**config.mk**
```make
export PLATFORM = sky130hd
export DESIGN_NAME = imsc_top
export DESIGN_NICKNAME = d
export VERILOG_FILES = /design/src/verilog/imsc_in_mon.v /design/src/verilog/imsc_phase_out.v /design/src/verilog/imsc_top.v
export VERILOG_INCLUDE_DIRS = /design/src /design/src/inc
export SDC_FILE = /design/constraint.sdc
export NUM_CORES = 1
export LEC_CHECK = 0
export BUFFER_PORTS_ARGS = -buffer_cell sky130_fd_sc_hd__buf_2
export CORE_MARGIN = 2
export CORE_UTILIZATION = 60
export CTS_BUF_LIST = sky130_fd_sc_hd__clkbuf_8
export DETAILED_ROUTE_END_ITERATION = 12
export GPL_TIMING_DRIVEN = 1
export PLACE_DENSITY = 0.77
export SETUP_SLACK_MARGIN = 0.1
export SLEW_MARGIN = 0
export SYNTH_ARGS = -nofsm -noshare
export SYNTH_HDL_FRONTEND = slang
export SYNTH_SLANG_ARGS = --single-unit
```
**constraint.sdc**
```tcl
create_clock -name CLOCK -period 3.33 [get_ports CLOCK]
set_input_delay 0.4995 -clock CLOCK [delete_from_list [all_inputs] [get_ports CLOCK]]
set_output_delay 0.4995 -clock CLOCK [all_outputs]
set_load 0.01 [all_outputs]
```
**src/inc/imsc_regs.vh**
```
// constants of the input monitor / output phase offset register block
// assumes a 10 MHz core clock and a host on the serial management port
//
// Function
// - monitor enable register resets to all ones, every monitor enabled
// - input 2 loss select: two-bit field split, low bit 5; 10 slow, 11 normal
// - input 1 loss select: split field, low bit 4, same encoding
// - slow loss detector reacts later and less sensitively than normal one
// - bit 1 enables input 2 offset monitor, bit 0 input 1
// - each output has a signed 8-bit phase offset in divider cycles
// - output 1 phase offset resets to zero
// - low reset returns all logic and registers to their defaults
// - clock outputs float while reset is applied
// - pin 1 is interrupt, else input 1 alarm if selected, else floats
// - pin 2 shows input 2 alarm when selected, else floats

`ifndef IMSC_REGS_VH
`define IMSC_REGS_VH

// ******************************************************************
// register offsets
// ******************************************************************
`define IMSC_ADDR_LOSS_HI       8'h8a
`define IMSC_ADDR_MON_EN        8'h8b
`define IMSC_ADDR_OUT1_PHASE    8'h8e
`define IMSC_ADDR_OUT2_PHASE    8'h8f

// ******************************************************************
// field positions
// ******************************************************************
`define IMSC_HI_IN2_LOSS_BIT    1
`define IMSC_HI_IN1_LOSS_BIT    0
`define IMSC_EN_IN2_LOSS_BIT    5
`define IMSC_EN_IN1_LOSS_BIT    4
`define IMSC_EN_IN2_FOS_BIT     1
`define IMSC_EN_IN1_FOS_BIT     0
`define IMSC_EN_RSVD_MASK       8'hcc

// ******************************************************************
// reset values
// ******************************************************************
`define IMSC_RST_LOSS_HI        8'h03
`define IMSC_RST_MON_EN         8'hff
`define IMSC_RST_OUT1_PHASE     8'h00
`define IMSC_RST_OUT2_PHASE     8'h00

// ******************************************************************
// loss select codes
// ******************************************************************
`define IMSC_LOSS_OFF           2'h0
`define IMSC_LOSS_SLOW          2'h2
`define IMSC_LOSS_NORMAL        2'h3

// ******************************************************************
// serial frame: command byte, address byte, data byte
// ******************************************************************
`define IMSC_CMD_WRITE          8'h40
`define IMSC_CMD_READ           8'h80
`define IMSC_HDR_BITS           5'h10
`define IMSC_FRAME_BITS         5'h18

// ******************************************************************
// timing
// ******************************************************************
`define IMSC_CLK_HZ             10000000
`define IMSC_SWRST_WAIT_MS      10
`define IMSC_SWRST_WAIT_CYC     ((`IMSC_SWRST_WAIT_MS * `IMSC_CLK_HZ) / 1000)
`define IMSC_LOS_CYC            16
`define IMSC_SLOW_LOSS_DETECTOR_CYC           64
`define IMSC_SLOW_LOSS_DETECTOR_CLR_EDGES     4
`define IMSC_FOS_WIN_CYC        256
`define IMSC_FOS_EXP_EDGES      32
`define IMSC_FOS_TOL_EDGES      2

`endif

```
**src/verilog/imsc_in_mon.v**
```verilog
// one input clock monitor: signal loss (normal or slow) and frequency offset
// assumes the input clock is sampled as a level synchronous to clk
`timescale 1ns/10ps
`include "imsc_regs.vh"

module imsc_in_mon #(
	parameter LOS_CYC   = `IMSC_LOS_CYC,
	parameter SLOW_LOSS_DETECTOR_CYC  = `IMSC_SLOW_LOSS_DETECTOR_CYC,
	parameter CLR_EDGES = `IMSC_SLOW_LOSS_DETECTOR_CLR_EDGES,
	parameter WIN_CYC   = `IMSC_FOS_WIN_CYC,
	parameter EXP_EDGES = `IMSC_FOS_EXP_EDGES,
	parameter TOL_EDGES = `IMSC_FOS_TOL_EDGES
) (
	input  wire       clk,
	input  wire       rst_b,
	input  wire       clk_in,
	input  wire [1:0] loss_sel,
	input  wire       fos_on,
	output reg        loss_q,
	output reg        fos_q
);
	reg  [15:0] idle_q;
	reg  [15:0] win_q;
	reg  [15:0] edges_q;
	reg  [3:0]  good_q;
	reg         prev_q;
	wire        edge_seen;
	wire        slow;
	wire        on;
	wire        win_end;

	assign edge_seen = clk_in & ~prev_q;
	assign slow      = (loss_sel == `IMSC_LOSS_SLOW);
	assign on        = (loss_sel == `IMSC_LOSS_SLOW) |
	                   (loss_sel == `IMSC_LOSS_NORMAL);
	assign win_end   = (win_q == WIN_CYC - 1);

	// ******************************************************************
	// signal loss
	// ******************************************************************
	// slow variant needs a longer silence and several edges to clear
	always @(posedge clk or negedge rst_b) begin
		if (!rst_b) begin
			prev_q <= 1'b0;
			idle_q <= 16'h0000;
			good_q <= 4'h0;
			loss_q <= 1'b0;
		end else begin
			prev_q <= clk_in;
			if (edge_seen)
				idle_q <= 16'h0000;
			else if (idle_q != 16'hffff)
				idle_q <= idle_q + 16'h0001;
			if (!on) begin
				loss_q <= 1'b0;
				good_q <= 4'h0;
			end else if (!edge_seen) begin
				if (idle_q >= (slow ? SLOW_LOSS_DETECTOR_CYC : LOS_CYC)) begin
					loss_q <= 1'b1;
					good_q <= 4'h0;
				end
			end else if (!slow || good_q >= CLR_EDGES - 1) begin
				loss_q <= 1'b0;
			end else begin
				good_q <= good_q + 4'h1;
			end
		end
	end

	// ******************************************************************
	// frequency offset: edge count per window against expectation
	// ******************************************************************
	always @(posedge clk or negedge rst_b) begin
		if (!rst_b) begin
			win_q   <= 16'h0000;
			edges_q <= 16'h0000;
			fos_q   <= 1'b0;
		end else begin
			win_q <= win_end ? 16'h0000 : win_q + 16'h0001;
			if (win_end)
				edges_q <= 16'h0000;
			else if (edge_seen)
				edges_q <= edges_q + 16'h0001;
			if (!fos_on)
				fos_q <= 1'b0;
			else if (win_end)
				fos_q <= (edges_q < EXP_EDGES - TOL_EDGES) |
				         (edges_q > EXP_EDGES + TOL_EDGES);
		end
	end
endmodule // imsc_in_mon

```
**src/verilog/imsc_phase_out.v**
```verilog
// one output clock: square wave from an 8-bit divider with phase offset
// assumes the core clock stands in for the high-speed divider clock
`timescale 1ns/10ps
`include "imsc_regs.vh"

module imsc_phase_out (
	input  wire       clk,
	input  wire       rst_b,
	input  wire       run,
	input  wire [7:0] offset,
	output reg        clk_out,
	output reg        clk_oe_b
);
	reg  [7:0] cnt_q;
	reg  [7:0] cnt_d;
	reg  [7:0] off_q;

	// a change of the signed offset moves the phase by the difference;
	// arithmetic is mod 256 so two's complement wraps for free
	always @* begin
		cnt_d = cnt_q + 8'h01 + (offset - off_q);
	end

	always @(posedge clk or negedge rst_b) begin
		if (!rst_b) begin
			cnt_q    <= 8'h00;
			off_q    <= 8'h00;
			clk_out  <= 1'b0;
			clk_oe_b <= 1'b1;
		end else begin
			cnt_q    <= cnt_d;
			off_q    <= offset;
			clk_out  <= cnt_d[7];
			clk_oe_b <= ~run;
		end
	end
endmodule // imsc_phase_out

```
**src/verilog/imsc_top.v**
```verilog
// monitor enable and output phase offset registers behind the serial port
// assumes SCLK, SS_B and MOSI are synchronous to CLOCK and much slower
`timescale 1ns/10ps
`include "imsc_regs.vh"

module imsc_top (
	input  wire CLOCK,
	input  wire RST_B,
	input  wire SCLK,
	input  wire SS_B,
	input  wire MOSI,
	output reg  MISO,
	output reg  MISO_OE_B,
	input  wire INPUT_CLOCK_1,
	input  wire INPUT_CLOCK_2,
	input  wire IRQ_PIN_SELECT,
	input  wire IN1_ALARM_PIN_SELECT,
	input  wire IN2_ALARM_PIN_SELECT,
	output reg  IRQ_OR_IN1_ALARM_PIN,
	output reg  IRQ_OR_IN1_ALARM_PIN_OE_B,
	output reg  IN2_ALARM_PIN,
	output reg  IN2_ALARM_PIN_OE_B,
	output wire OUT1_CLK,
	output wire OUT1_CLK_OE_B,
	output wire OUT2_CLK,
	output wire OUT2_CLK_OE_B
);

	// ******************************************************************
	// declarations
	// ******************************************************************
	reg         sclk_q;
	reg  [4:0]  bit_cnt_q;
	reg  [4:0]  bit_cnt_d;
	reg  [7:0]  cmd_q;
	reg  [7:0]  addr_q;
	reg  [7:0]  shift_q;
	reg  [7:0]  rd_sh_q;
	reg  [7:0]  rd_data;
	reg         reading_q;
	reg         wr_stb;
	reg  [7:0]  wr_addr;
	reg  [7:0]  wr_data;
	reg  [1:0]  loss_hi_q;
	reg  [1:0]  loss_lo_q;
	reg  [1:0]  fos_on_q;
	reg  [7:0]  out1_phase_q;
	reg  [7:0]  out2_phase_q;
	reg         programmed_q;
	reg  [1:0]  loss_hi_d;
	reg  [1:0]  loss_lo_d;
	reg  [1:0]  fos_on_d;
	reg  [7:0]  out1_phase_d;
	reg  [7:0]  out2_phase_d;
	reg         programmed_d;
	wire        sclk_rise;
	wire        sclk_fall;
	wire        active;
	wire [7:0]  shift_in;
	wire [1:0]  in_clk;
	wire [1:0]  loss_alarm;
	wire [1:0]  fos_alarm;
	wire [1:0]  signal_loss_alarm;
	wire [1:0]  in1_loss_monitor_select;
	wire [1:0]  in2_loss_monitor_select;
	wire [1:0]  out_clk;
	wire [1:0]  out_oe_b;
	wire [15:0] out_phase;
	wire        irq_raw;

	// reset images, so single bits can be picked at their field positions
	localparam [7:0] LOSS_HI_RST = `IMSC_RST_LOSS_HI;
	localparam [7:0] MON_EN_RST  = `IMSC_RST_MON_EN;

	assign active   = ~SS_B;
	assign sclk_rise = active & SCLK & ~sclk_q;
	assign sclk_fall = active & ~SCLK & sclk_q;
	assign shift_in = {shift_q[6:0], MOSI};

	// ******************************************************************
	// serial frame: command, address, data, MSB first, mode 0
	// ******************************************************************
	always @* begin
		bit_cnt_d = bit_cnt_q;
		if (!active)
			bit_cnt_d = 5'h00;
		else if (sclk_rise && bit_cnt_q != `IMSC_FRAME_BITS)
			bit_cnt_d = bit_cnt_q + 5'h01;
	end

	always @(posedge CLOCK or negedge RST_B) begin
		if (!RST_B) begin
			sclk_q    <= 1'b0;
			bit_cnt_q <= 5'h00;
			cmd_q     <= 8'h00;
			addr_q    <= 8'h00;
			shift_q   <= 8'h00;
			reading_q <= 1'b0;
		end else begin
			sclk_q    <= SCLK;
			bit_cnt_q <= bit_cnt_d;
			if (!active) begin
				reading_q <= 1'b0;
			end else if (sclk_rise) begin
				shift_q <= shift_in;
				if (bit_cnt_q == 5'h07)
					cmd_q <= shift_in;
				if (bit_cnt_q == 5'h0f) begin
					addr_q    <= shift_in;
					reading_q <= (cmd_q == `IMSC_CMD_READ);
				end
			end
		end
	end

	// write commits on the last rising edge of a full write frame
	always @* begin
		wr_stb  = active & sclk_rise & (bit_cnt_q == 5'h17) &
		          (cmd_q == `IMSC_CMD_WRITE);
		wr_addr = addr_q;
		wr_data = shift_in;
	end

	// ******************************************************************
	// read data: loaded after the header, shifted out on falling edges
	// ******************************************************************
	// decode the address as it arrives; addr_q only loads on that edge
	always @* begin
		case (shift_in)
		`IMSC_ADDR_LOSS_HI:
			rd_data = {6'h00, loss_hi_q};
		`IMSC_ADDR_MON_EN:
			rd_data = `IMSC_EN_RSVD_MASK |
			          {2'h0, loss_lo_q, 2'h0, fos_on_q};
		`IMSC_ADDR_OUT1_PHASE:
			rd_data = out1_phase_q;
		`IMSC_ADDR_OUT2_PHASE:
			rd_data = out2_phase_q;
		default:
			rd_data = 8'h00;
		endcase
	end

	always @(posedge CLOCK or negedge RST_B) begin
		if (!RST_B) begin
			rd_sh_q   <= 8'h00;
			MISO      <= 1'b0;
			MISO_OE_B <= 1'b1;
		end else begin
			if (!active || !reading_q) begin
				MISO_OE_B <= 1'b1;
				MISO      <= 1'b0;
				if (sclk_rise && bit_cnt_q == 5'h0f)
					rd_sh_q <= rd_data;
			end else if (sclk_fall &&
			             bit_cnt_q >= `IMSC_HDR_BITS &&
			             bit_cnt_q < `IMSC_FRAME_BITS) begin
				MISO_OE_B <= 1'b0;
				MISO      <= rd_sh_q[7];
				rd_sh_q   <= {rd_sh_q[6:0], 1'b0};
			end
		end
	end

	// ******************************************************************
	// registers
	// ******************************************************************
	// the loss select halves sit in two registers; the upper half's
	// reset value is chosen so that both inputs start on the normal
	// detector, matching the all-ones monitor enable register
	always @* begin
		loss_hi_d    = loss_hi_q;
		loss_lo_d    = loss_lo_q;
		fos_on_d     = fos_on_q;
		out1_phase_d = out1_phase_q;
		out2_phase_d = out2_phase_q;
		programmed_d = programmed_q;
		if (wr_stb) begin
			case (wr_addr)
			`IMSC_ADDR_LOSS_HI: begin
				loss_hi_d[1] = wr_data[`IMSC_HI_IN2_LOSS_BIT];
				loss_hi_d[0] = wr_data[`IMSC_HI_IN1_LOSS_BIT];
				programmed_d = 1'b1;
			end
			`IMSC_ADDR_MON_EN: begin
				loss_lo_d[1] = wr_data[`IMSC_EN_IN2_LOSS_BIT];
				loss_lo_d[0] = wr_data[`IMSC_EN_IN1_LOSS_BIT];
				fos_on_d[1]  = wr_data[`IMSC_EN_IN2_FOS_BIT];
				fos_on_d[0]  = wr_data[`IMSC_EN_IN1_FOS_BIT];
				programmed_d = 1'b1;
			end
			`IMSC_ADDR_OUT1_PHASE: begin
				out1_phase_d = wr_data;
				programmed_d = 1'b1;
			end
			`IMSC_ADDR_OUT2_PHASE: begin
				out2_phase_d = wr_data;
				programmed_d = 1'b1;
			end
			default: begin
				programmed_d = programmed_q;
			end
			endcase
		end
	end

	// reserved bits have no storage, so writes to them cannot stick
	always @(posedge CLOCK or negedge RST_B) begin
		if (!RST_B) begin
			loss_hi_q    <= LOSS_HI_RST[1:0];
			loss_lo_q    <= {MON_EN_RST[`IMSC_EN_IN2_LOSS_BIT],
			                 MON_EN_RST[`IMSC_EN_IN1_LOSS_BIT]};
			fos_on_q     <= {MON_EN_RST[`IMSC_EN_IN2_FOS_BIT],
			                 MON_EN_RST[`IMSC_EN_IN1_FOS_BIT]};
			out1_phase_q <= `IMSC_RST_OUT1_PHASE;
			out2_phase_q <= `IMSC_RST_OUT2_PHASE;
			programmed_q <= 1'b0;
		end else begin
			loss_hi_q    <= loss_hi_d;
			loss_lo_q    <= loss_lo_d;
			fos_on_q     <= fos_on_d;
			out1_phase_q <= out1_phase_d;
			out2_phase_q <= out2_phase_d;
			programmed_q <= programmed_d;
		end
	end

	// ******************************************************************
	// input monitors
	// ******************************************************************
	assign in_clk                  = {INPUT_CLOCK_2, INPUT_CLOCK_1};
	assign in2_loss_monitor_select = {loss_hi_q[1], loss_lo_q[1]};
	assign in1_loss_monitor_select = {loss_hi_q[0], loss_lo_q[0]};

	genvar gi;
	generate
		for (gi = 0; gi < 2; gi = gi + 1) begin : g_mon
			imsc_in_mon u_mon (
				.clk      (CLOCK),
				.rst_b    (RST_B),
				.clk_in   (in_clk[gi]),
				.loss_sel (gi == 0 ? in1_loss_monitor_select :
				                     in2_loss_monitor_select),
				.fos_on   (fos_on_q[gi]),
				.loss_q   (loss_alarm[gi]),
				.fos_q    (fos_alarm[gi])
			);
			// pin alarm is loss, widened by offset when that monitor is on
			assign signal_loss_alarm[gi] = loss_alarm[gi] | fos_alarm[gi];
		end
	endgenerate

	// masking and polarity live elsewhere; the raw request is any alarm
	assign irq_raw = |signal_loss_alarm;

	// ******************************************************************
	// indicator pins
	// ******************************************************************
	always @(posedge CLOCK or negedge RST_B) begin
		if (!RST_B) begin
			IRQ_OR_IN1_ALARM_PIN      <= 1'b0;
			IRQ_OR_IN1_ALARM_PIN_OE_B <= 1'b1;
			IN2_ALARM_PIN             <= 1'b0;
			IN2_ALARM_PIN_OE_B        <= 1'b1;
		end else begin
			if (IRQ_PIN_SELECT) begin
				IRQ_OR_IN1_ALARM_PIN      <= irq_raw;
				IRQ_OR_IN1_ALARM_PIN_OE_B <= 1'b0;
			end else if (IN1_ALARM_PIN_SELECT) begin
				IRQ_OR_IN1_ALARM_PIN      <= signal_loss_alarm[0];
				IRQ_OR_IN1_ALARM_PIN_OE_B <= 1'b0;
			end else begin
				IRQ_OR_IN1_ALARM_PIN      <= 1'b0;
				IRQ_OR_IN1_ALARM_PIN_OE_B <= 1'b1;
			end
			IN2_ALARM_PIN      <= IN2_ALARM_PIN_SELECT &
			                      signal_loss_alarm[1];
			IN2_ALARM_PIN_OE_B <= ~IN2_ALARM_PIN_SELECT;
		end
	end

	// ******************************************************************
	// output clocks
	// ******************************************************************
	// outputs stay floating until the host has written a register, so
	// defaults alone never start a clock
	assign out_phase = {out2_phase_q, out1_phase_q};

	generate
		for (gi = 0; gi < 2; gi = gi + 1) begin : g_out
			imsc_phase_out u_out (
				.clk      (CLOCK),
				.rst_b    (RST_B),
				.run      (programmed_q),
				.offset   (out_phase[gi*8 +: 8]),
				.clk_out  (out_clk[gi]),
				.clk_oe_b (out_oe_b[gi])
			);
		end
	endgenerate

	assign OUT1_CLK      = out_clk[0];
	assign OUT1_CLK_OE_B = out_oe_b[0];
	assign OUT2_CLK      = out_clk[1];
	assign OUT2_CLK_OE_B = out_oe_b[1];

endmodule // imsc_top

```
# Word level (Yosys, flattened, before mapping)
# Cells that the tools add are included.
[classes]
bitwise = 23
addsub = 15
n_reduce_logical = 34
mul = 0
shifts = 0
muxes = 49
order_cmp = 10
n_eq_ne = 31
div_mod_pow = 0
[ops]
columns = ["op", "n"]
rows = [
  ["$mux 16", 10],
  ["$add 16x1->16 const B", 6],
  ["$eq 8x8->1 const B", 9],
  ["$ge 16x32->1", 2],
  ["$eq 16x8->1 const B", 2],
  ["$gt 16x6->1 const B", 2],
  ["$lt 16x5->1 const B", 2],
  ["$mux 4", 8],
  ["$ne 16x16->1 const B", 2],
  ["$pmux 8 s4", 1],
  ["$mux 8", 3],
  ["$reduce_and 2->1", 12],
  ["$mux 1", 23],
  ["$add 8x1->8 const B", 2],
  ["$add 8x8->8", 2],
  ["$reduce_bool 2->1", 8],
  ["$sub 8x8->8", 2],
  ["$mux 7", 2],
  ["$ne 3x3->1 const B", 4],
  ["$and 1x1->1", 10],
  ["$mux 5", 2],
  ["$add 4x1->4 const B", 2],
  ["$eq 2x2->1 const B", 4],
  ["$eq 8x7->1 const B", 1],
  ["other kinds (18)", 41],
]
[word_totals]
n_memories = 0
wordCells = 202
out_inout_bits = 10
romBits = 0
latch_bits = 0
ram_bits = 0
regBits = 212
in_bits = 10

# Depth between registers and ports, before layout
# Gate-level depths: netlist of the first run.
[depth]
ltp_word = 7
mapped_depth = 9

# Hierarchy
# From an unflattened synthesis of the first run, not the netlist that was laid out.
[unflattened]
cells_unflattened = 1000
hier_area_um2 = 10764.1
[by_module_without_submodules]
columns = ["mod", "n_inst", "cells_each", "seq_area_each_um2", "area_per_inst_um2"]
rows = [
  ["imsc_top", 1, 230, 1687.9, 2979.1],
  ["imsc_in_mon at g_mon[0].u_mon", 1, 293, 1376.3, 2905.3],
  ["imsc_in_mon at g_mon[1].u_mon", 1, 279, 1376.3, 2822.7],
  ["imsc_phase_out", 2, 99, 426.7, 1028.5],
]

# Worst setup path after synthesis of the first run
# No wires, ideal clock.
[synth_timing]
kind = "input port to flip-flop"
startpoint = "input port SS_B"
endpoint = "register out1_phase_q[0]"
arrival_ns = 2.108
required_time_ns = 3.205
setup_time_ns = 0.125
n_path_buf = 1
cell_stages = 6
setup_slack_ns = 1.097
path_cell_list = "buf_6 nor3b_4 and3_1 nand4_4 nor3b_4 mux2_2"
[synth_between]
elab_chain_cells = 7
[synth_rtl]
columns = ["item", "line", "source"]
rows = [
  ["start: declaration", "imsc_top.v:10", "input wire SS_B,"],
  ["$not 1->1 (no line) *", "n/a", ""],
  ["$and 1x1->1 (2 in a row)", "imsc_top.v:76", "assign sclk_rise = active & SCLK & ~sclk_q;"],
  ["$and 1x1->1 * (3 in a row)", "imsc_top.v:118", "wr_stb = active & sclk_rise & (bit_cnt_q == 5'h17) &"],
  ["$reduce_and 2->1 (no line) *", "n/a", ""],
  ["end signal: assignment", "imsc_top.v:215", "out1_phase_q <= `IMSC_RST_OUT1_PHASE;"],
  ["end signal: assignment", "imsc_top.v:222", "out1_phase_q <= out1_phase_d;"],
  ["end: declaration", "imsc_top.v:47", "reg [7:0] out1_phase_q;"],
]
# Every way passes the cells marked *; elsewhere a longest branch is shown, timed or not.
# A chain may end at the register's enable or synchronous reset.

# Worst setup path after layout of the first run
[layout_timing]
startpoint = "register cmd_q[2]"
endpoint = "register out1_phase_q[5]"
[layout_between]
elab_chain_cells = 3
[layout_rtl]
columns = ["item", "line", "source"]
rows = [
  ["start: declaration", "imsc_top.v:35", "reg [7:0] cmd_q;"],
  ["start signal: assignment", "imsc_top.v:107", "cmd_q <= shift_in;"],
  ["$eq 8x7->1 (no line)", "n/a", ""],
  ["$and 1x1->1", "imsc_top.v:118", ""],
  ["$reduce_and 2->1 (no line)", "n/a", ""],
]
# No other way between the ends.

==> results of run 1 <==
-- worst max-delay path, stage by stage, from the launching register on --
cell     delay (ns)
dfrtp_1        0.38
or4_1          0.53
nor3_2         0.22
nand4_4        0.19
nor3b_4        0.46
mux2_2         0.39
-- registers in the layout, summed over array words and instances, names as in the netlist, 5 cells and up --
name	cells
addr_q	8
bit_cnt_q	5
cmd_q	8
g_mon.u_mon.edges_q	32
g_mon.u_mon.good_q	8
g_mon.u_mon.idle_q	32
g_mon.u_mon.win_q	32
g_out.u_out.cnt_q	14
g_out.u_out.off_q	16
out1_phase_q	8
out2_phase_q	8
rd_sh_q	8
shift_q	7
-- worst max-delay path by stage --
stage / cells past startpoint / slack [ns] / from / end
2_1_floorplan: 6 / 1.10 / SS_B / out1_phase_q[0]
3_3_place_gp: 7 / 0.98 / SS_B / out1_phase_q[4]
3_5_place_dp: 7 / 0.94 / SS_B / out1_phase_q[5]
4_1_cts: 5 / 1.04 / cmd_q[2] / out1_phase_q[0]
5_1_grt: 6 / 0.78 / bit_cnt_q[0] / rd_sh_q[2]
6_report: 5 / 1.04 / cmd_q[2] / out1_phase_q[5]
-- kinds of logic (layout without fill, tap and decap cells) --
group | after synthesis | in the layout | share of synthesized area
muxes | 47 | 47 | 0.0526
AOI/OAI and AO/OA | 109 | 109 | 0.0688
buffers and inverters | 104 | 169 | 0.0389
adders and majority gates | 51 | 51 | 0.0717
DFF | 210 | 210 | 0.508
xor gates and xnor gates | 101 | 101 | 0.0853
and+or+nand+nor | 356 | 356 | 0.175
-- cell type report --
class | count | area, sq um
multi-input cells | 664 | 4700
clock buffers | 45 | 619
flip-flops and latches | 210 | 5270
repair buffers | 30 | 201
clock inverters | 16 | 66.3
inverters | 78 | 293
well taps | 225 | 282
fillers | 1304 | 5690
-- cell usage after synthesis, types with 5 or more instances --
library cell,number
nor3_1,19
nor2b_1,9
nand3_1,23
a22oi_1,7
nand2b_1,12
mux2_2,40
nand2_1,93
and2_1,9
and3_1,10
o2111ai_1,6
inv_1,78
or4_1,6
and4_1,12
nand4_1,27
nor4_1,17
clkbuf_1,23
dfstp_2,10
xor2_1,56
a21oi_1,29
xnor2_1,45
ha_1,37
dfrtp_1,200
mux2i_1,5
o21ai_0,25
nor2_1,97
o211ai_1,6
fa_1,14
-- per-stage QoR --
stage	setup WS [ns]	instances	power (uW)	hold WS [ns]
2_1_floorplan	1.10	978	3200	0.204
4_1_cts	1.04	1268	5610	0.0742
6_report	1.04	1268	5530	0.108
3_3_place_gp	0.983	1206	3370	0.369
5_1_grt	0.784	1268	5830	0.0801
3_5_place_dp	0.941	1206	3400	0.383
-- cells in the final DEF (no fill, tap or decap), drive strengths merged, types with 4 or more instances in the layout --
master   synthesis  layout
nor3            20      20
mux2            40      40
buf              3      28
nor2b            9       9
nand2           93      93
a22oi            7       7
xor2            56      56
nand4           28      28
a21boi           4       4
o211ai           6       6
inv             78      91
and3            10      10
nor4b            4       4
and4            12      12
xnor2           45      45
o21ai           25      25
or4              6       6
dfrtp          200     200
fa              14      14
nand2b          12      12
mux2i            5       5
a21oi           29      29
nor2            98      98
nor4            17      17
ha              37      37
and2             9       9
nand3           23      23
nor3b            4       4
o2111ai          6       6
clkbuf          23      46
dfstp           10      10
a22o             4       4
-- power breakdown --
part	leakage, uW	internal (uW)	switching, uW
registers	0.00277	2700	249
logic	0.00220	184	224
clock network	0.000401	1210	974
total	0.00537	4090	1450
-- metal layers --
metal,vias to the layer above,track usage
met4,0,0.0764
li1,3425,-
met2,87,0.348
met5,-,0
met1,3433,0.298
met3,35,0.0408
==> flow_metrics.env, run 1 <==
export IMPL_crit_required_ns=3.72
export IMPL_ys_ff_latch=210
export IMPL_ys_flop_type="dfrtp_1"
export IMPL_finClkSkew_ns=0.0178
export IMPL_power_density_nw_per_um2=484
export IMPL_synth_cells=978
export IMPL_die_h_um=135
export IMPL_grt_pass1_wl_mm=32.5
export IMPL_place_congestion=0.858
export IMPL_final_layout_size_suffix_gt1_frac=0.133
export IMPL_clockBufferDepth=3
export IMPL_outcome="finished, final reports clean"
export IMPL_max_cap_violations=0
export IMPL_synth_nets=1039
export IMPL_min_path_cells=2
export IMPL_cts_inserted_buffers=35
export IMPL_syn_area_sq_um=10400
export IMPL_ys_seq_area_frac=0.508
export IMPL_htreeDepth=2
export IMPL_drcViolationCount=0
export IMPL_synth_area_leaders="dfrtp_1, xor2_1, ha_1, mux2_2, xnor2_1"
export IMPL_postCtsResizedCells=0
export IMPL_final_cell_area_sq_um=11400
export IMPL_wire_per_inst_um=14.6
export IMPL_wl_met3_um=633
export IMPL_synth_top_area_frac=0.483
export IMPL_finalCritPeriodShare=0.688
export IMPL_min_from="IN1_ALARM_PIN_SELECT"
export IMPL_antenna_found_initial=0
export IMPL_min_delay_path_class="in -> reg"
export IMPL_grt_overflow_total=0
export IMPL_clk_latency_ns=0.51
export IMPL_start_util=0.606
export IMPL_critPathMaxFanout=8
export IMPL_r2r_end="out1_phase_q[5]"
export IMPL_cp_arrival_ns=2.68
export IMPL_viasPerCell=5.50
export IMPL_area_growth_pct=10.2
export IMPL_timing_rr_start="cmd_q[2]"
export IMPL_ant_nets=0
export IMPL_syn_area_per_cell_sq_um=10.6
export IMPL_synth_edf_count=0
export IMPL_io_pins=20
export IMPL_cts_sinks=210
export IMPL_core_sq_um=17100
export IMPL_dpl_hpwl_mm=12.9
export IMPL_routed_wl_mm=18.5
export IMPL_vias=6980
export IMPL_rsz0062_at_grt="no"
export IMPL_highest_signal_layer="met4"
export IMPL_finalSetupViolCount=0
export IMPL_async_flop_share=1.00
export IMPL_grt_pass1_vias=7076
export IMPL_fin_setup_tns_ns=0
export IMPL_fin_crit_ns=2.29
export IMPL_worst_pin_slew_ns=0.848
export IMPL_post_synth_num_cell_types=61
export IMPL_ir_drop_uv=371
export IMPL_utilization=0.668
export IMPL_cts_setup_buffers=0
export IMPL_grt_usage=0.216
export IMPL_crit_type="reg -> reg"
export IMPL_clk_pin_slew_ns=0.06
export IMPL_end_kind="flip-flop"
export IMPL_port_buffers=19
export IMPL_grt_start_max_net_pins=78
export IMPL_r2r_setup_slack_ns=1.04
export IMPL_hold_path_end="IRQ_OR_IN1_ALARM_PIN_OE_B"
export IMPL_yosysTopAreaCell="dfrtp_1"
export IMPL_place_area_sq_um=10700
export IMPL_finalHoldViolations=0
export IMPL_maxSlewViolCount=0
export IMPL_start_kind="flip-flop"
export IMPL_m1WireLength_mm=8.77
export IMPL_die_area_sq_um=18300
export IMPL_rows=48
export IMPL_finish_net_count=1080
export IMPL_route_met2_wl_mm=8.68
export IMPL_die_x_um=135
export IMPL_clockRootBuffer="clkbuf_8"
export IMPL_first_pass_iters=4
export IMPL_hold_buffers=1
export IMPL_first_iter_violations=481
export IMPL_timing_slew_headroom=0.418
export IMPL_cts_tree="done"
export IMPL_antenna_cells=0
export IMPL_yosysWarnings=0
export IMPL_worst_r2r_path_depth=5
export IMPL_max_freq_ghz=0.436
export IMPL_p_leak_uw=0.00537
Power figures use the tool's default switching activity.
==> run 2: changes to the inputs <==
--- a/config.mk
+++ b/config.mk
@@ -8,11 +8,11 @@
 export LEC_CHECK = 0
 export BUFFER_PORTS_ARGS = -buffer_cell sky130_fd_sc_hd__buf_2
 export CORE_MARGIN = 2
-export CORE_UTILIZATION = 60
+export CORE_UTILIZATION = 59
 export CTS_BUF_LIST = sky130_fd_sc_hd__clkbuf_8
 export DETAILED_ROUTE_END_ITERATION = 12
 export GPL_TIMING_DRIVEN = 1
-export PLACE_DENSITY = 0.77
+export PLACE_DENSITY = 0.79
 export SETUP_SLACK_MARGIN = 0.1
 export SLEW_MARGIN = 0
 export SYNTH_ARGS = -nofsm -noshare
==> constraint.sdc (replaced) <==
create_clock -name CLOCK -period 1.8 [get_ports CLOCK]
set_input_delay 0.27 -clock CLOCK [delete_from_list [all_inputs] [get_ports CLOCK]]
set_output_delay 0.27 -clock CLOCK [all_outputs]
set_load 0.01 [all_outputs]
==> run 2 against run 1 <==
  * The run now ends with negative setup slack left
  * Count of clock-buffer cells in the layout fell by 1
  * Global-route usage grew 3.6 points
  * Critical path depth grew 1
  * Clock skew increased by 0.0018 ns
  * Final area increased by 16%
  * Combinational power grew to 3.3 times the previous value
  * Total power rose by 100%
  * Die area rose by 1.6%
  * Flip-flop and latch count is the same
  * First-iteration DRC count fell by 15%
  * Largest power group unchanged
  * Highest routed layer unchanged
==> flow_metrics.env, run 2 (synthesis gave the netlist of run 1 again) <==
export IMPL_outcome="finished with violations"
export IMPL_violations="negative setup slack"
export IMPL_p_leak_uw=0.00616
export IMPL_clockBufferDepth=3
export IMPL_cts_sinks=210
export IMPL_grt_pass1_vias=7987
export IMPL_die_x_um=137
export IMPL_core_sq_um=17200
export IMPL_area_growth_pct=28.0
export IMPL_first_iter_violations=409
export IMPL_finalSetupViolCount=35
export IMPL_place_congestion=0.849
export IMPL_post_place_ws_ns=-0.395
export IMPL_clk_pin_slew_ns=0.06
export IMPL_port_buffers=19
export IMPL_clockRootBuffer="clkbuf_8"
export IMPL_grt_start_max_net_pins=76
export IMPL_fin_crit_ns=2.18
export IMPL_multi_input_area_sq_um=5380
export IMPL_antenna_cells=0
export IMPL_rsz0062_at_grt="yes"
export IMPL_final_layout_size_suffix_gt1_frac=0.319
export IMPL_finish_net_count=1210
export IMPL_reg_top3="g_mon.u_mon.edges_q (32), g_mon.u_mon.idle_q (32), g_mon.u_mon.win_q (32)"
export IMPL_cts_inserted_buffers=37
export IMPL_start_util=0.602
export IMPL_fin_ws_ns=-0.375
export IMPL_io_pins=20
export IMPL_htreeDepth=2
export IMPL_grt_pass1_wl_mm=37.7
export IMPL_crit_type="reg -> reg"
export IMPL_final_common_cell="dfrtp_1"
export IMPL_finalCritPeriodShare=1.21
export IMPL_grt_usage=0.253
export IMPL_layout_common_cells="dfrtp_1, buf_4, nor2_1"
export IMPL_die_area_sq_um=18700
export IMPL_ir_drop_uv=656
export IMPL_vias=7897
export IMPL_ant_nets=0
export IMPL_rows=48
export IMPL_end_kind="flip-flop"
export IMPL_maxSlewViolCount=0
export IMPL_min_delay_path_class="in -> reg"
export IMPL_finalHoldViolations=0
export IMPL_drcViolationCount=0
export IMPL_max_cap_violations=0
export IMPL_routed_wl_mm=24.0
export IMPL_clk_latency_ns=0.53
export IMPL_viasPerCell=5.64
export IMPL_worst_pin_slew_ns=0.687
export IMPL_cts_tree="done"
export IMPL_antenna_found_initial=0
export IMPL_start_kind="flip-flop"
export IMPL_finClkSkew_ns=0.0196
export IMPL_crit_required_ns=2.21
export IMPL_cp_arrival_ns=2.58
export IMPL_grt_overflow_total=0
export IMPL_die_h_um=137
export IMPL_first_pass_iters=6
export IMPL_power_density_nw_per_um2=838
export IMPL_fillers=1009
export IMPL_timing_slew_headroom=0.539
export IMPL_total_power_uw=11100
export IMPL_max_freq_ghz=0.460
export IMPL_critPathMaxFanout=8
export IMPL_ff_latch_area_sq_um=5270
export IMPL_dpl_hpwl_mm=14.2
export IMPL_wire_per_inst_um=17.1
==> run 2: changes by cell type in the layout (fill, tap and decap cells not counted), moves of 9 or more <==
| cell | delta |
|---|---|
| a21oi_1 | -10 |
| a21oi_2 | +9 |
| buf_4 | +103 |
| buf_6 | +14 |
| ha_1 | -19 |
| ha_4 | +14 |
| inv_1 | -13 |
| inv_2 | +13 |
| mux2_2 | -16 |
| mux2_4 | +16 |
| o21ai_0 | -11 |
==> run 2: final cells by class <==
| class | count | area share |
|---|---|---|
| inverters | 78 | 0.0221 |
| flip-flops and latches | 210 | 0.397 |
| repair buffers | 158 | 0.0979 |
| well taps | 225 | 0.0212 |
| multi-input cells | 664 | 0.405 |
| clock inverters | 22 | 0.0111 |
| clock buffers | 44 | 0.0456 |
==> run 2: worst max-delay path, stage by stage (launching register included) <==
cell	delay [ns]
dfrtp_1	0.38
or4_4	0.55
nor3_4	0.21
nand4_4	0.20
nor3b_4	0.25
buf_12	0.16
mux2_4	0.30
==> run 2: through the flow <==
step                hold WS, ns  instances   util  instance area (sq um)  setup TNS (ns)
floorplan               -0.0256        978      -                  10600           -6.23
global placement          0.168       1303  0.675                  11600           -6.85
detailed placement        0.167       1303  0.675                  11600           -9.41
CTS                      0.0165       1389  0.748                  12900           -8.19
global route             0.0530       1401  0.770                  13300          -11.30
finish                   0.0549       1401  0.770                  13300           -9.08
==> run 2: final timing paths <==
| path | startpoint | end | slack (ns) | cells after the start |
|---|---|---|---|---|
| setup / recovery | cmd_q[3] | out1_phase_q[1] | -0.38 | 6 |
| min in group asynchronous | RST_B | out2_phase_q[0] | 0.20 | 2 |
| max in group asynchronous | RST_B | MISO_OE_B | 0.91 | 3 |
| hold / removal | IRQ_PIN_SELECT | IRQ_OR_IN1_ALARM_PIN | 0.05 | 3 |
| setup reg to reg | cmd_q[3] | out1_phase_q[1] | -0.38 | 6 |
| hold reg to reg | programmed_q | g_out[0].u_out.clk_oe_b | 0.39 | 1 |
==> run 2: report_power, final <==
group,switching (uW),total [uW],internal (uW)
clock,1950,4470,2510
sequential,303,5300,4990
combinational,758,1360,606
total,3020,11100,8110
==> run 2: repair_timing <==
item | 4_1_cts | 5_1_grt
gates resized for setup | 76 | 71
gates cloned | 1 | 0
setup endpoints to repair | 82 | 83
hold buffers | 7 | 0
buffers inserted | 12 | 14
hold endpoints to repair | 212 | 0
pin swaps | 48 | 46
==> run 2: metal layers <==
layer,vias up,GRT usage,part of all wire
li1,3701,-,-
met1,3982,0.329,0.43
met2,166,0.424,0.51
met3,48,0.0474,0.037
met4,0,0.0903,0.022
met5,-,0,0
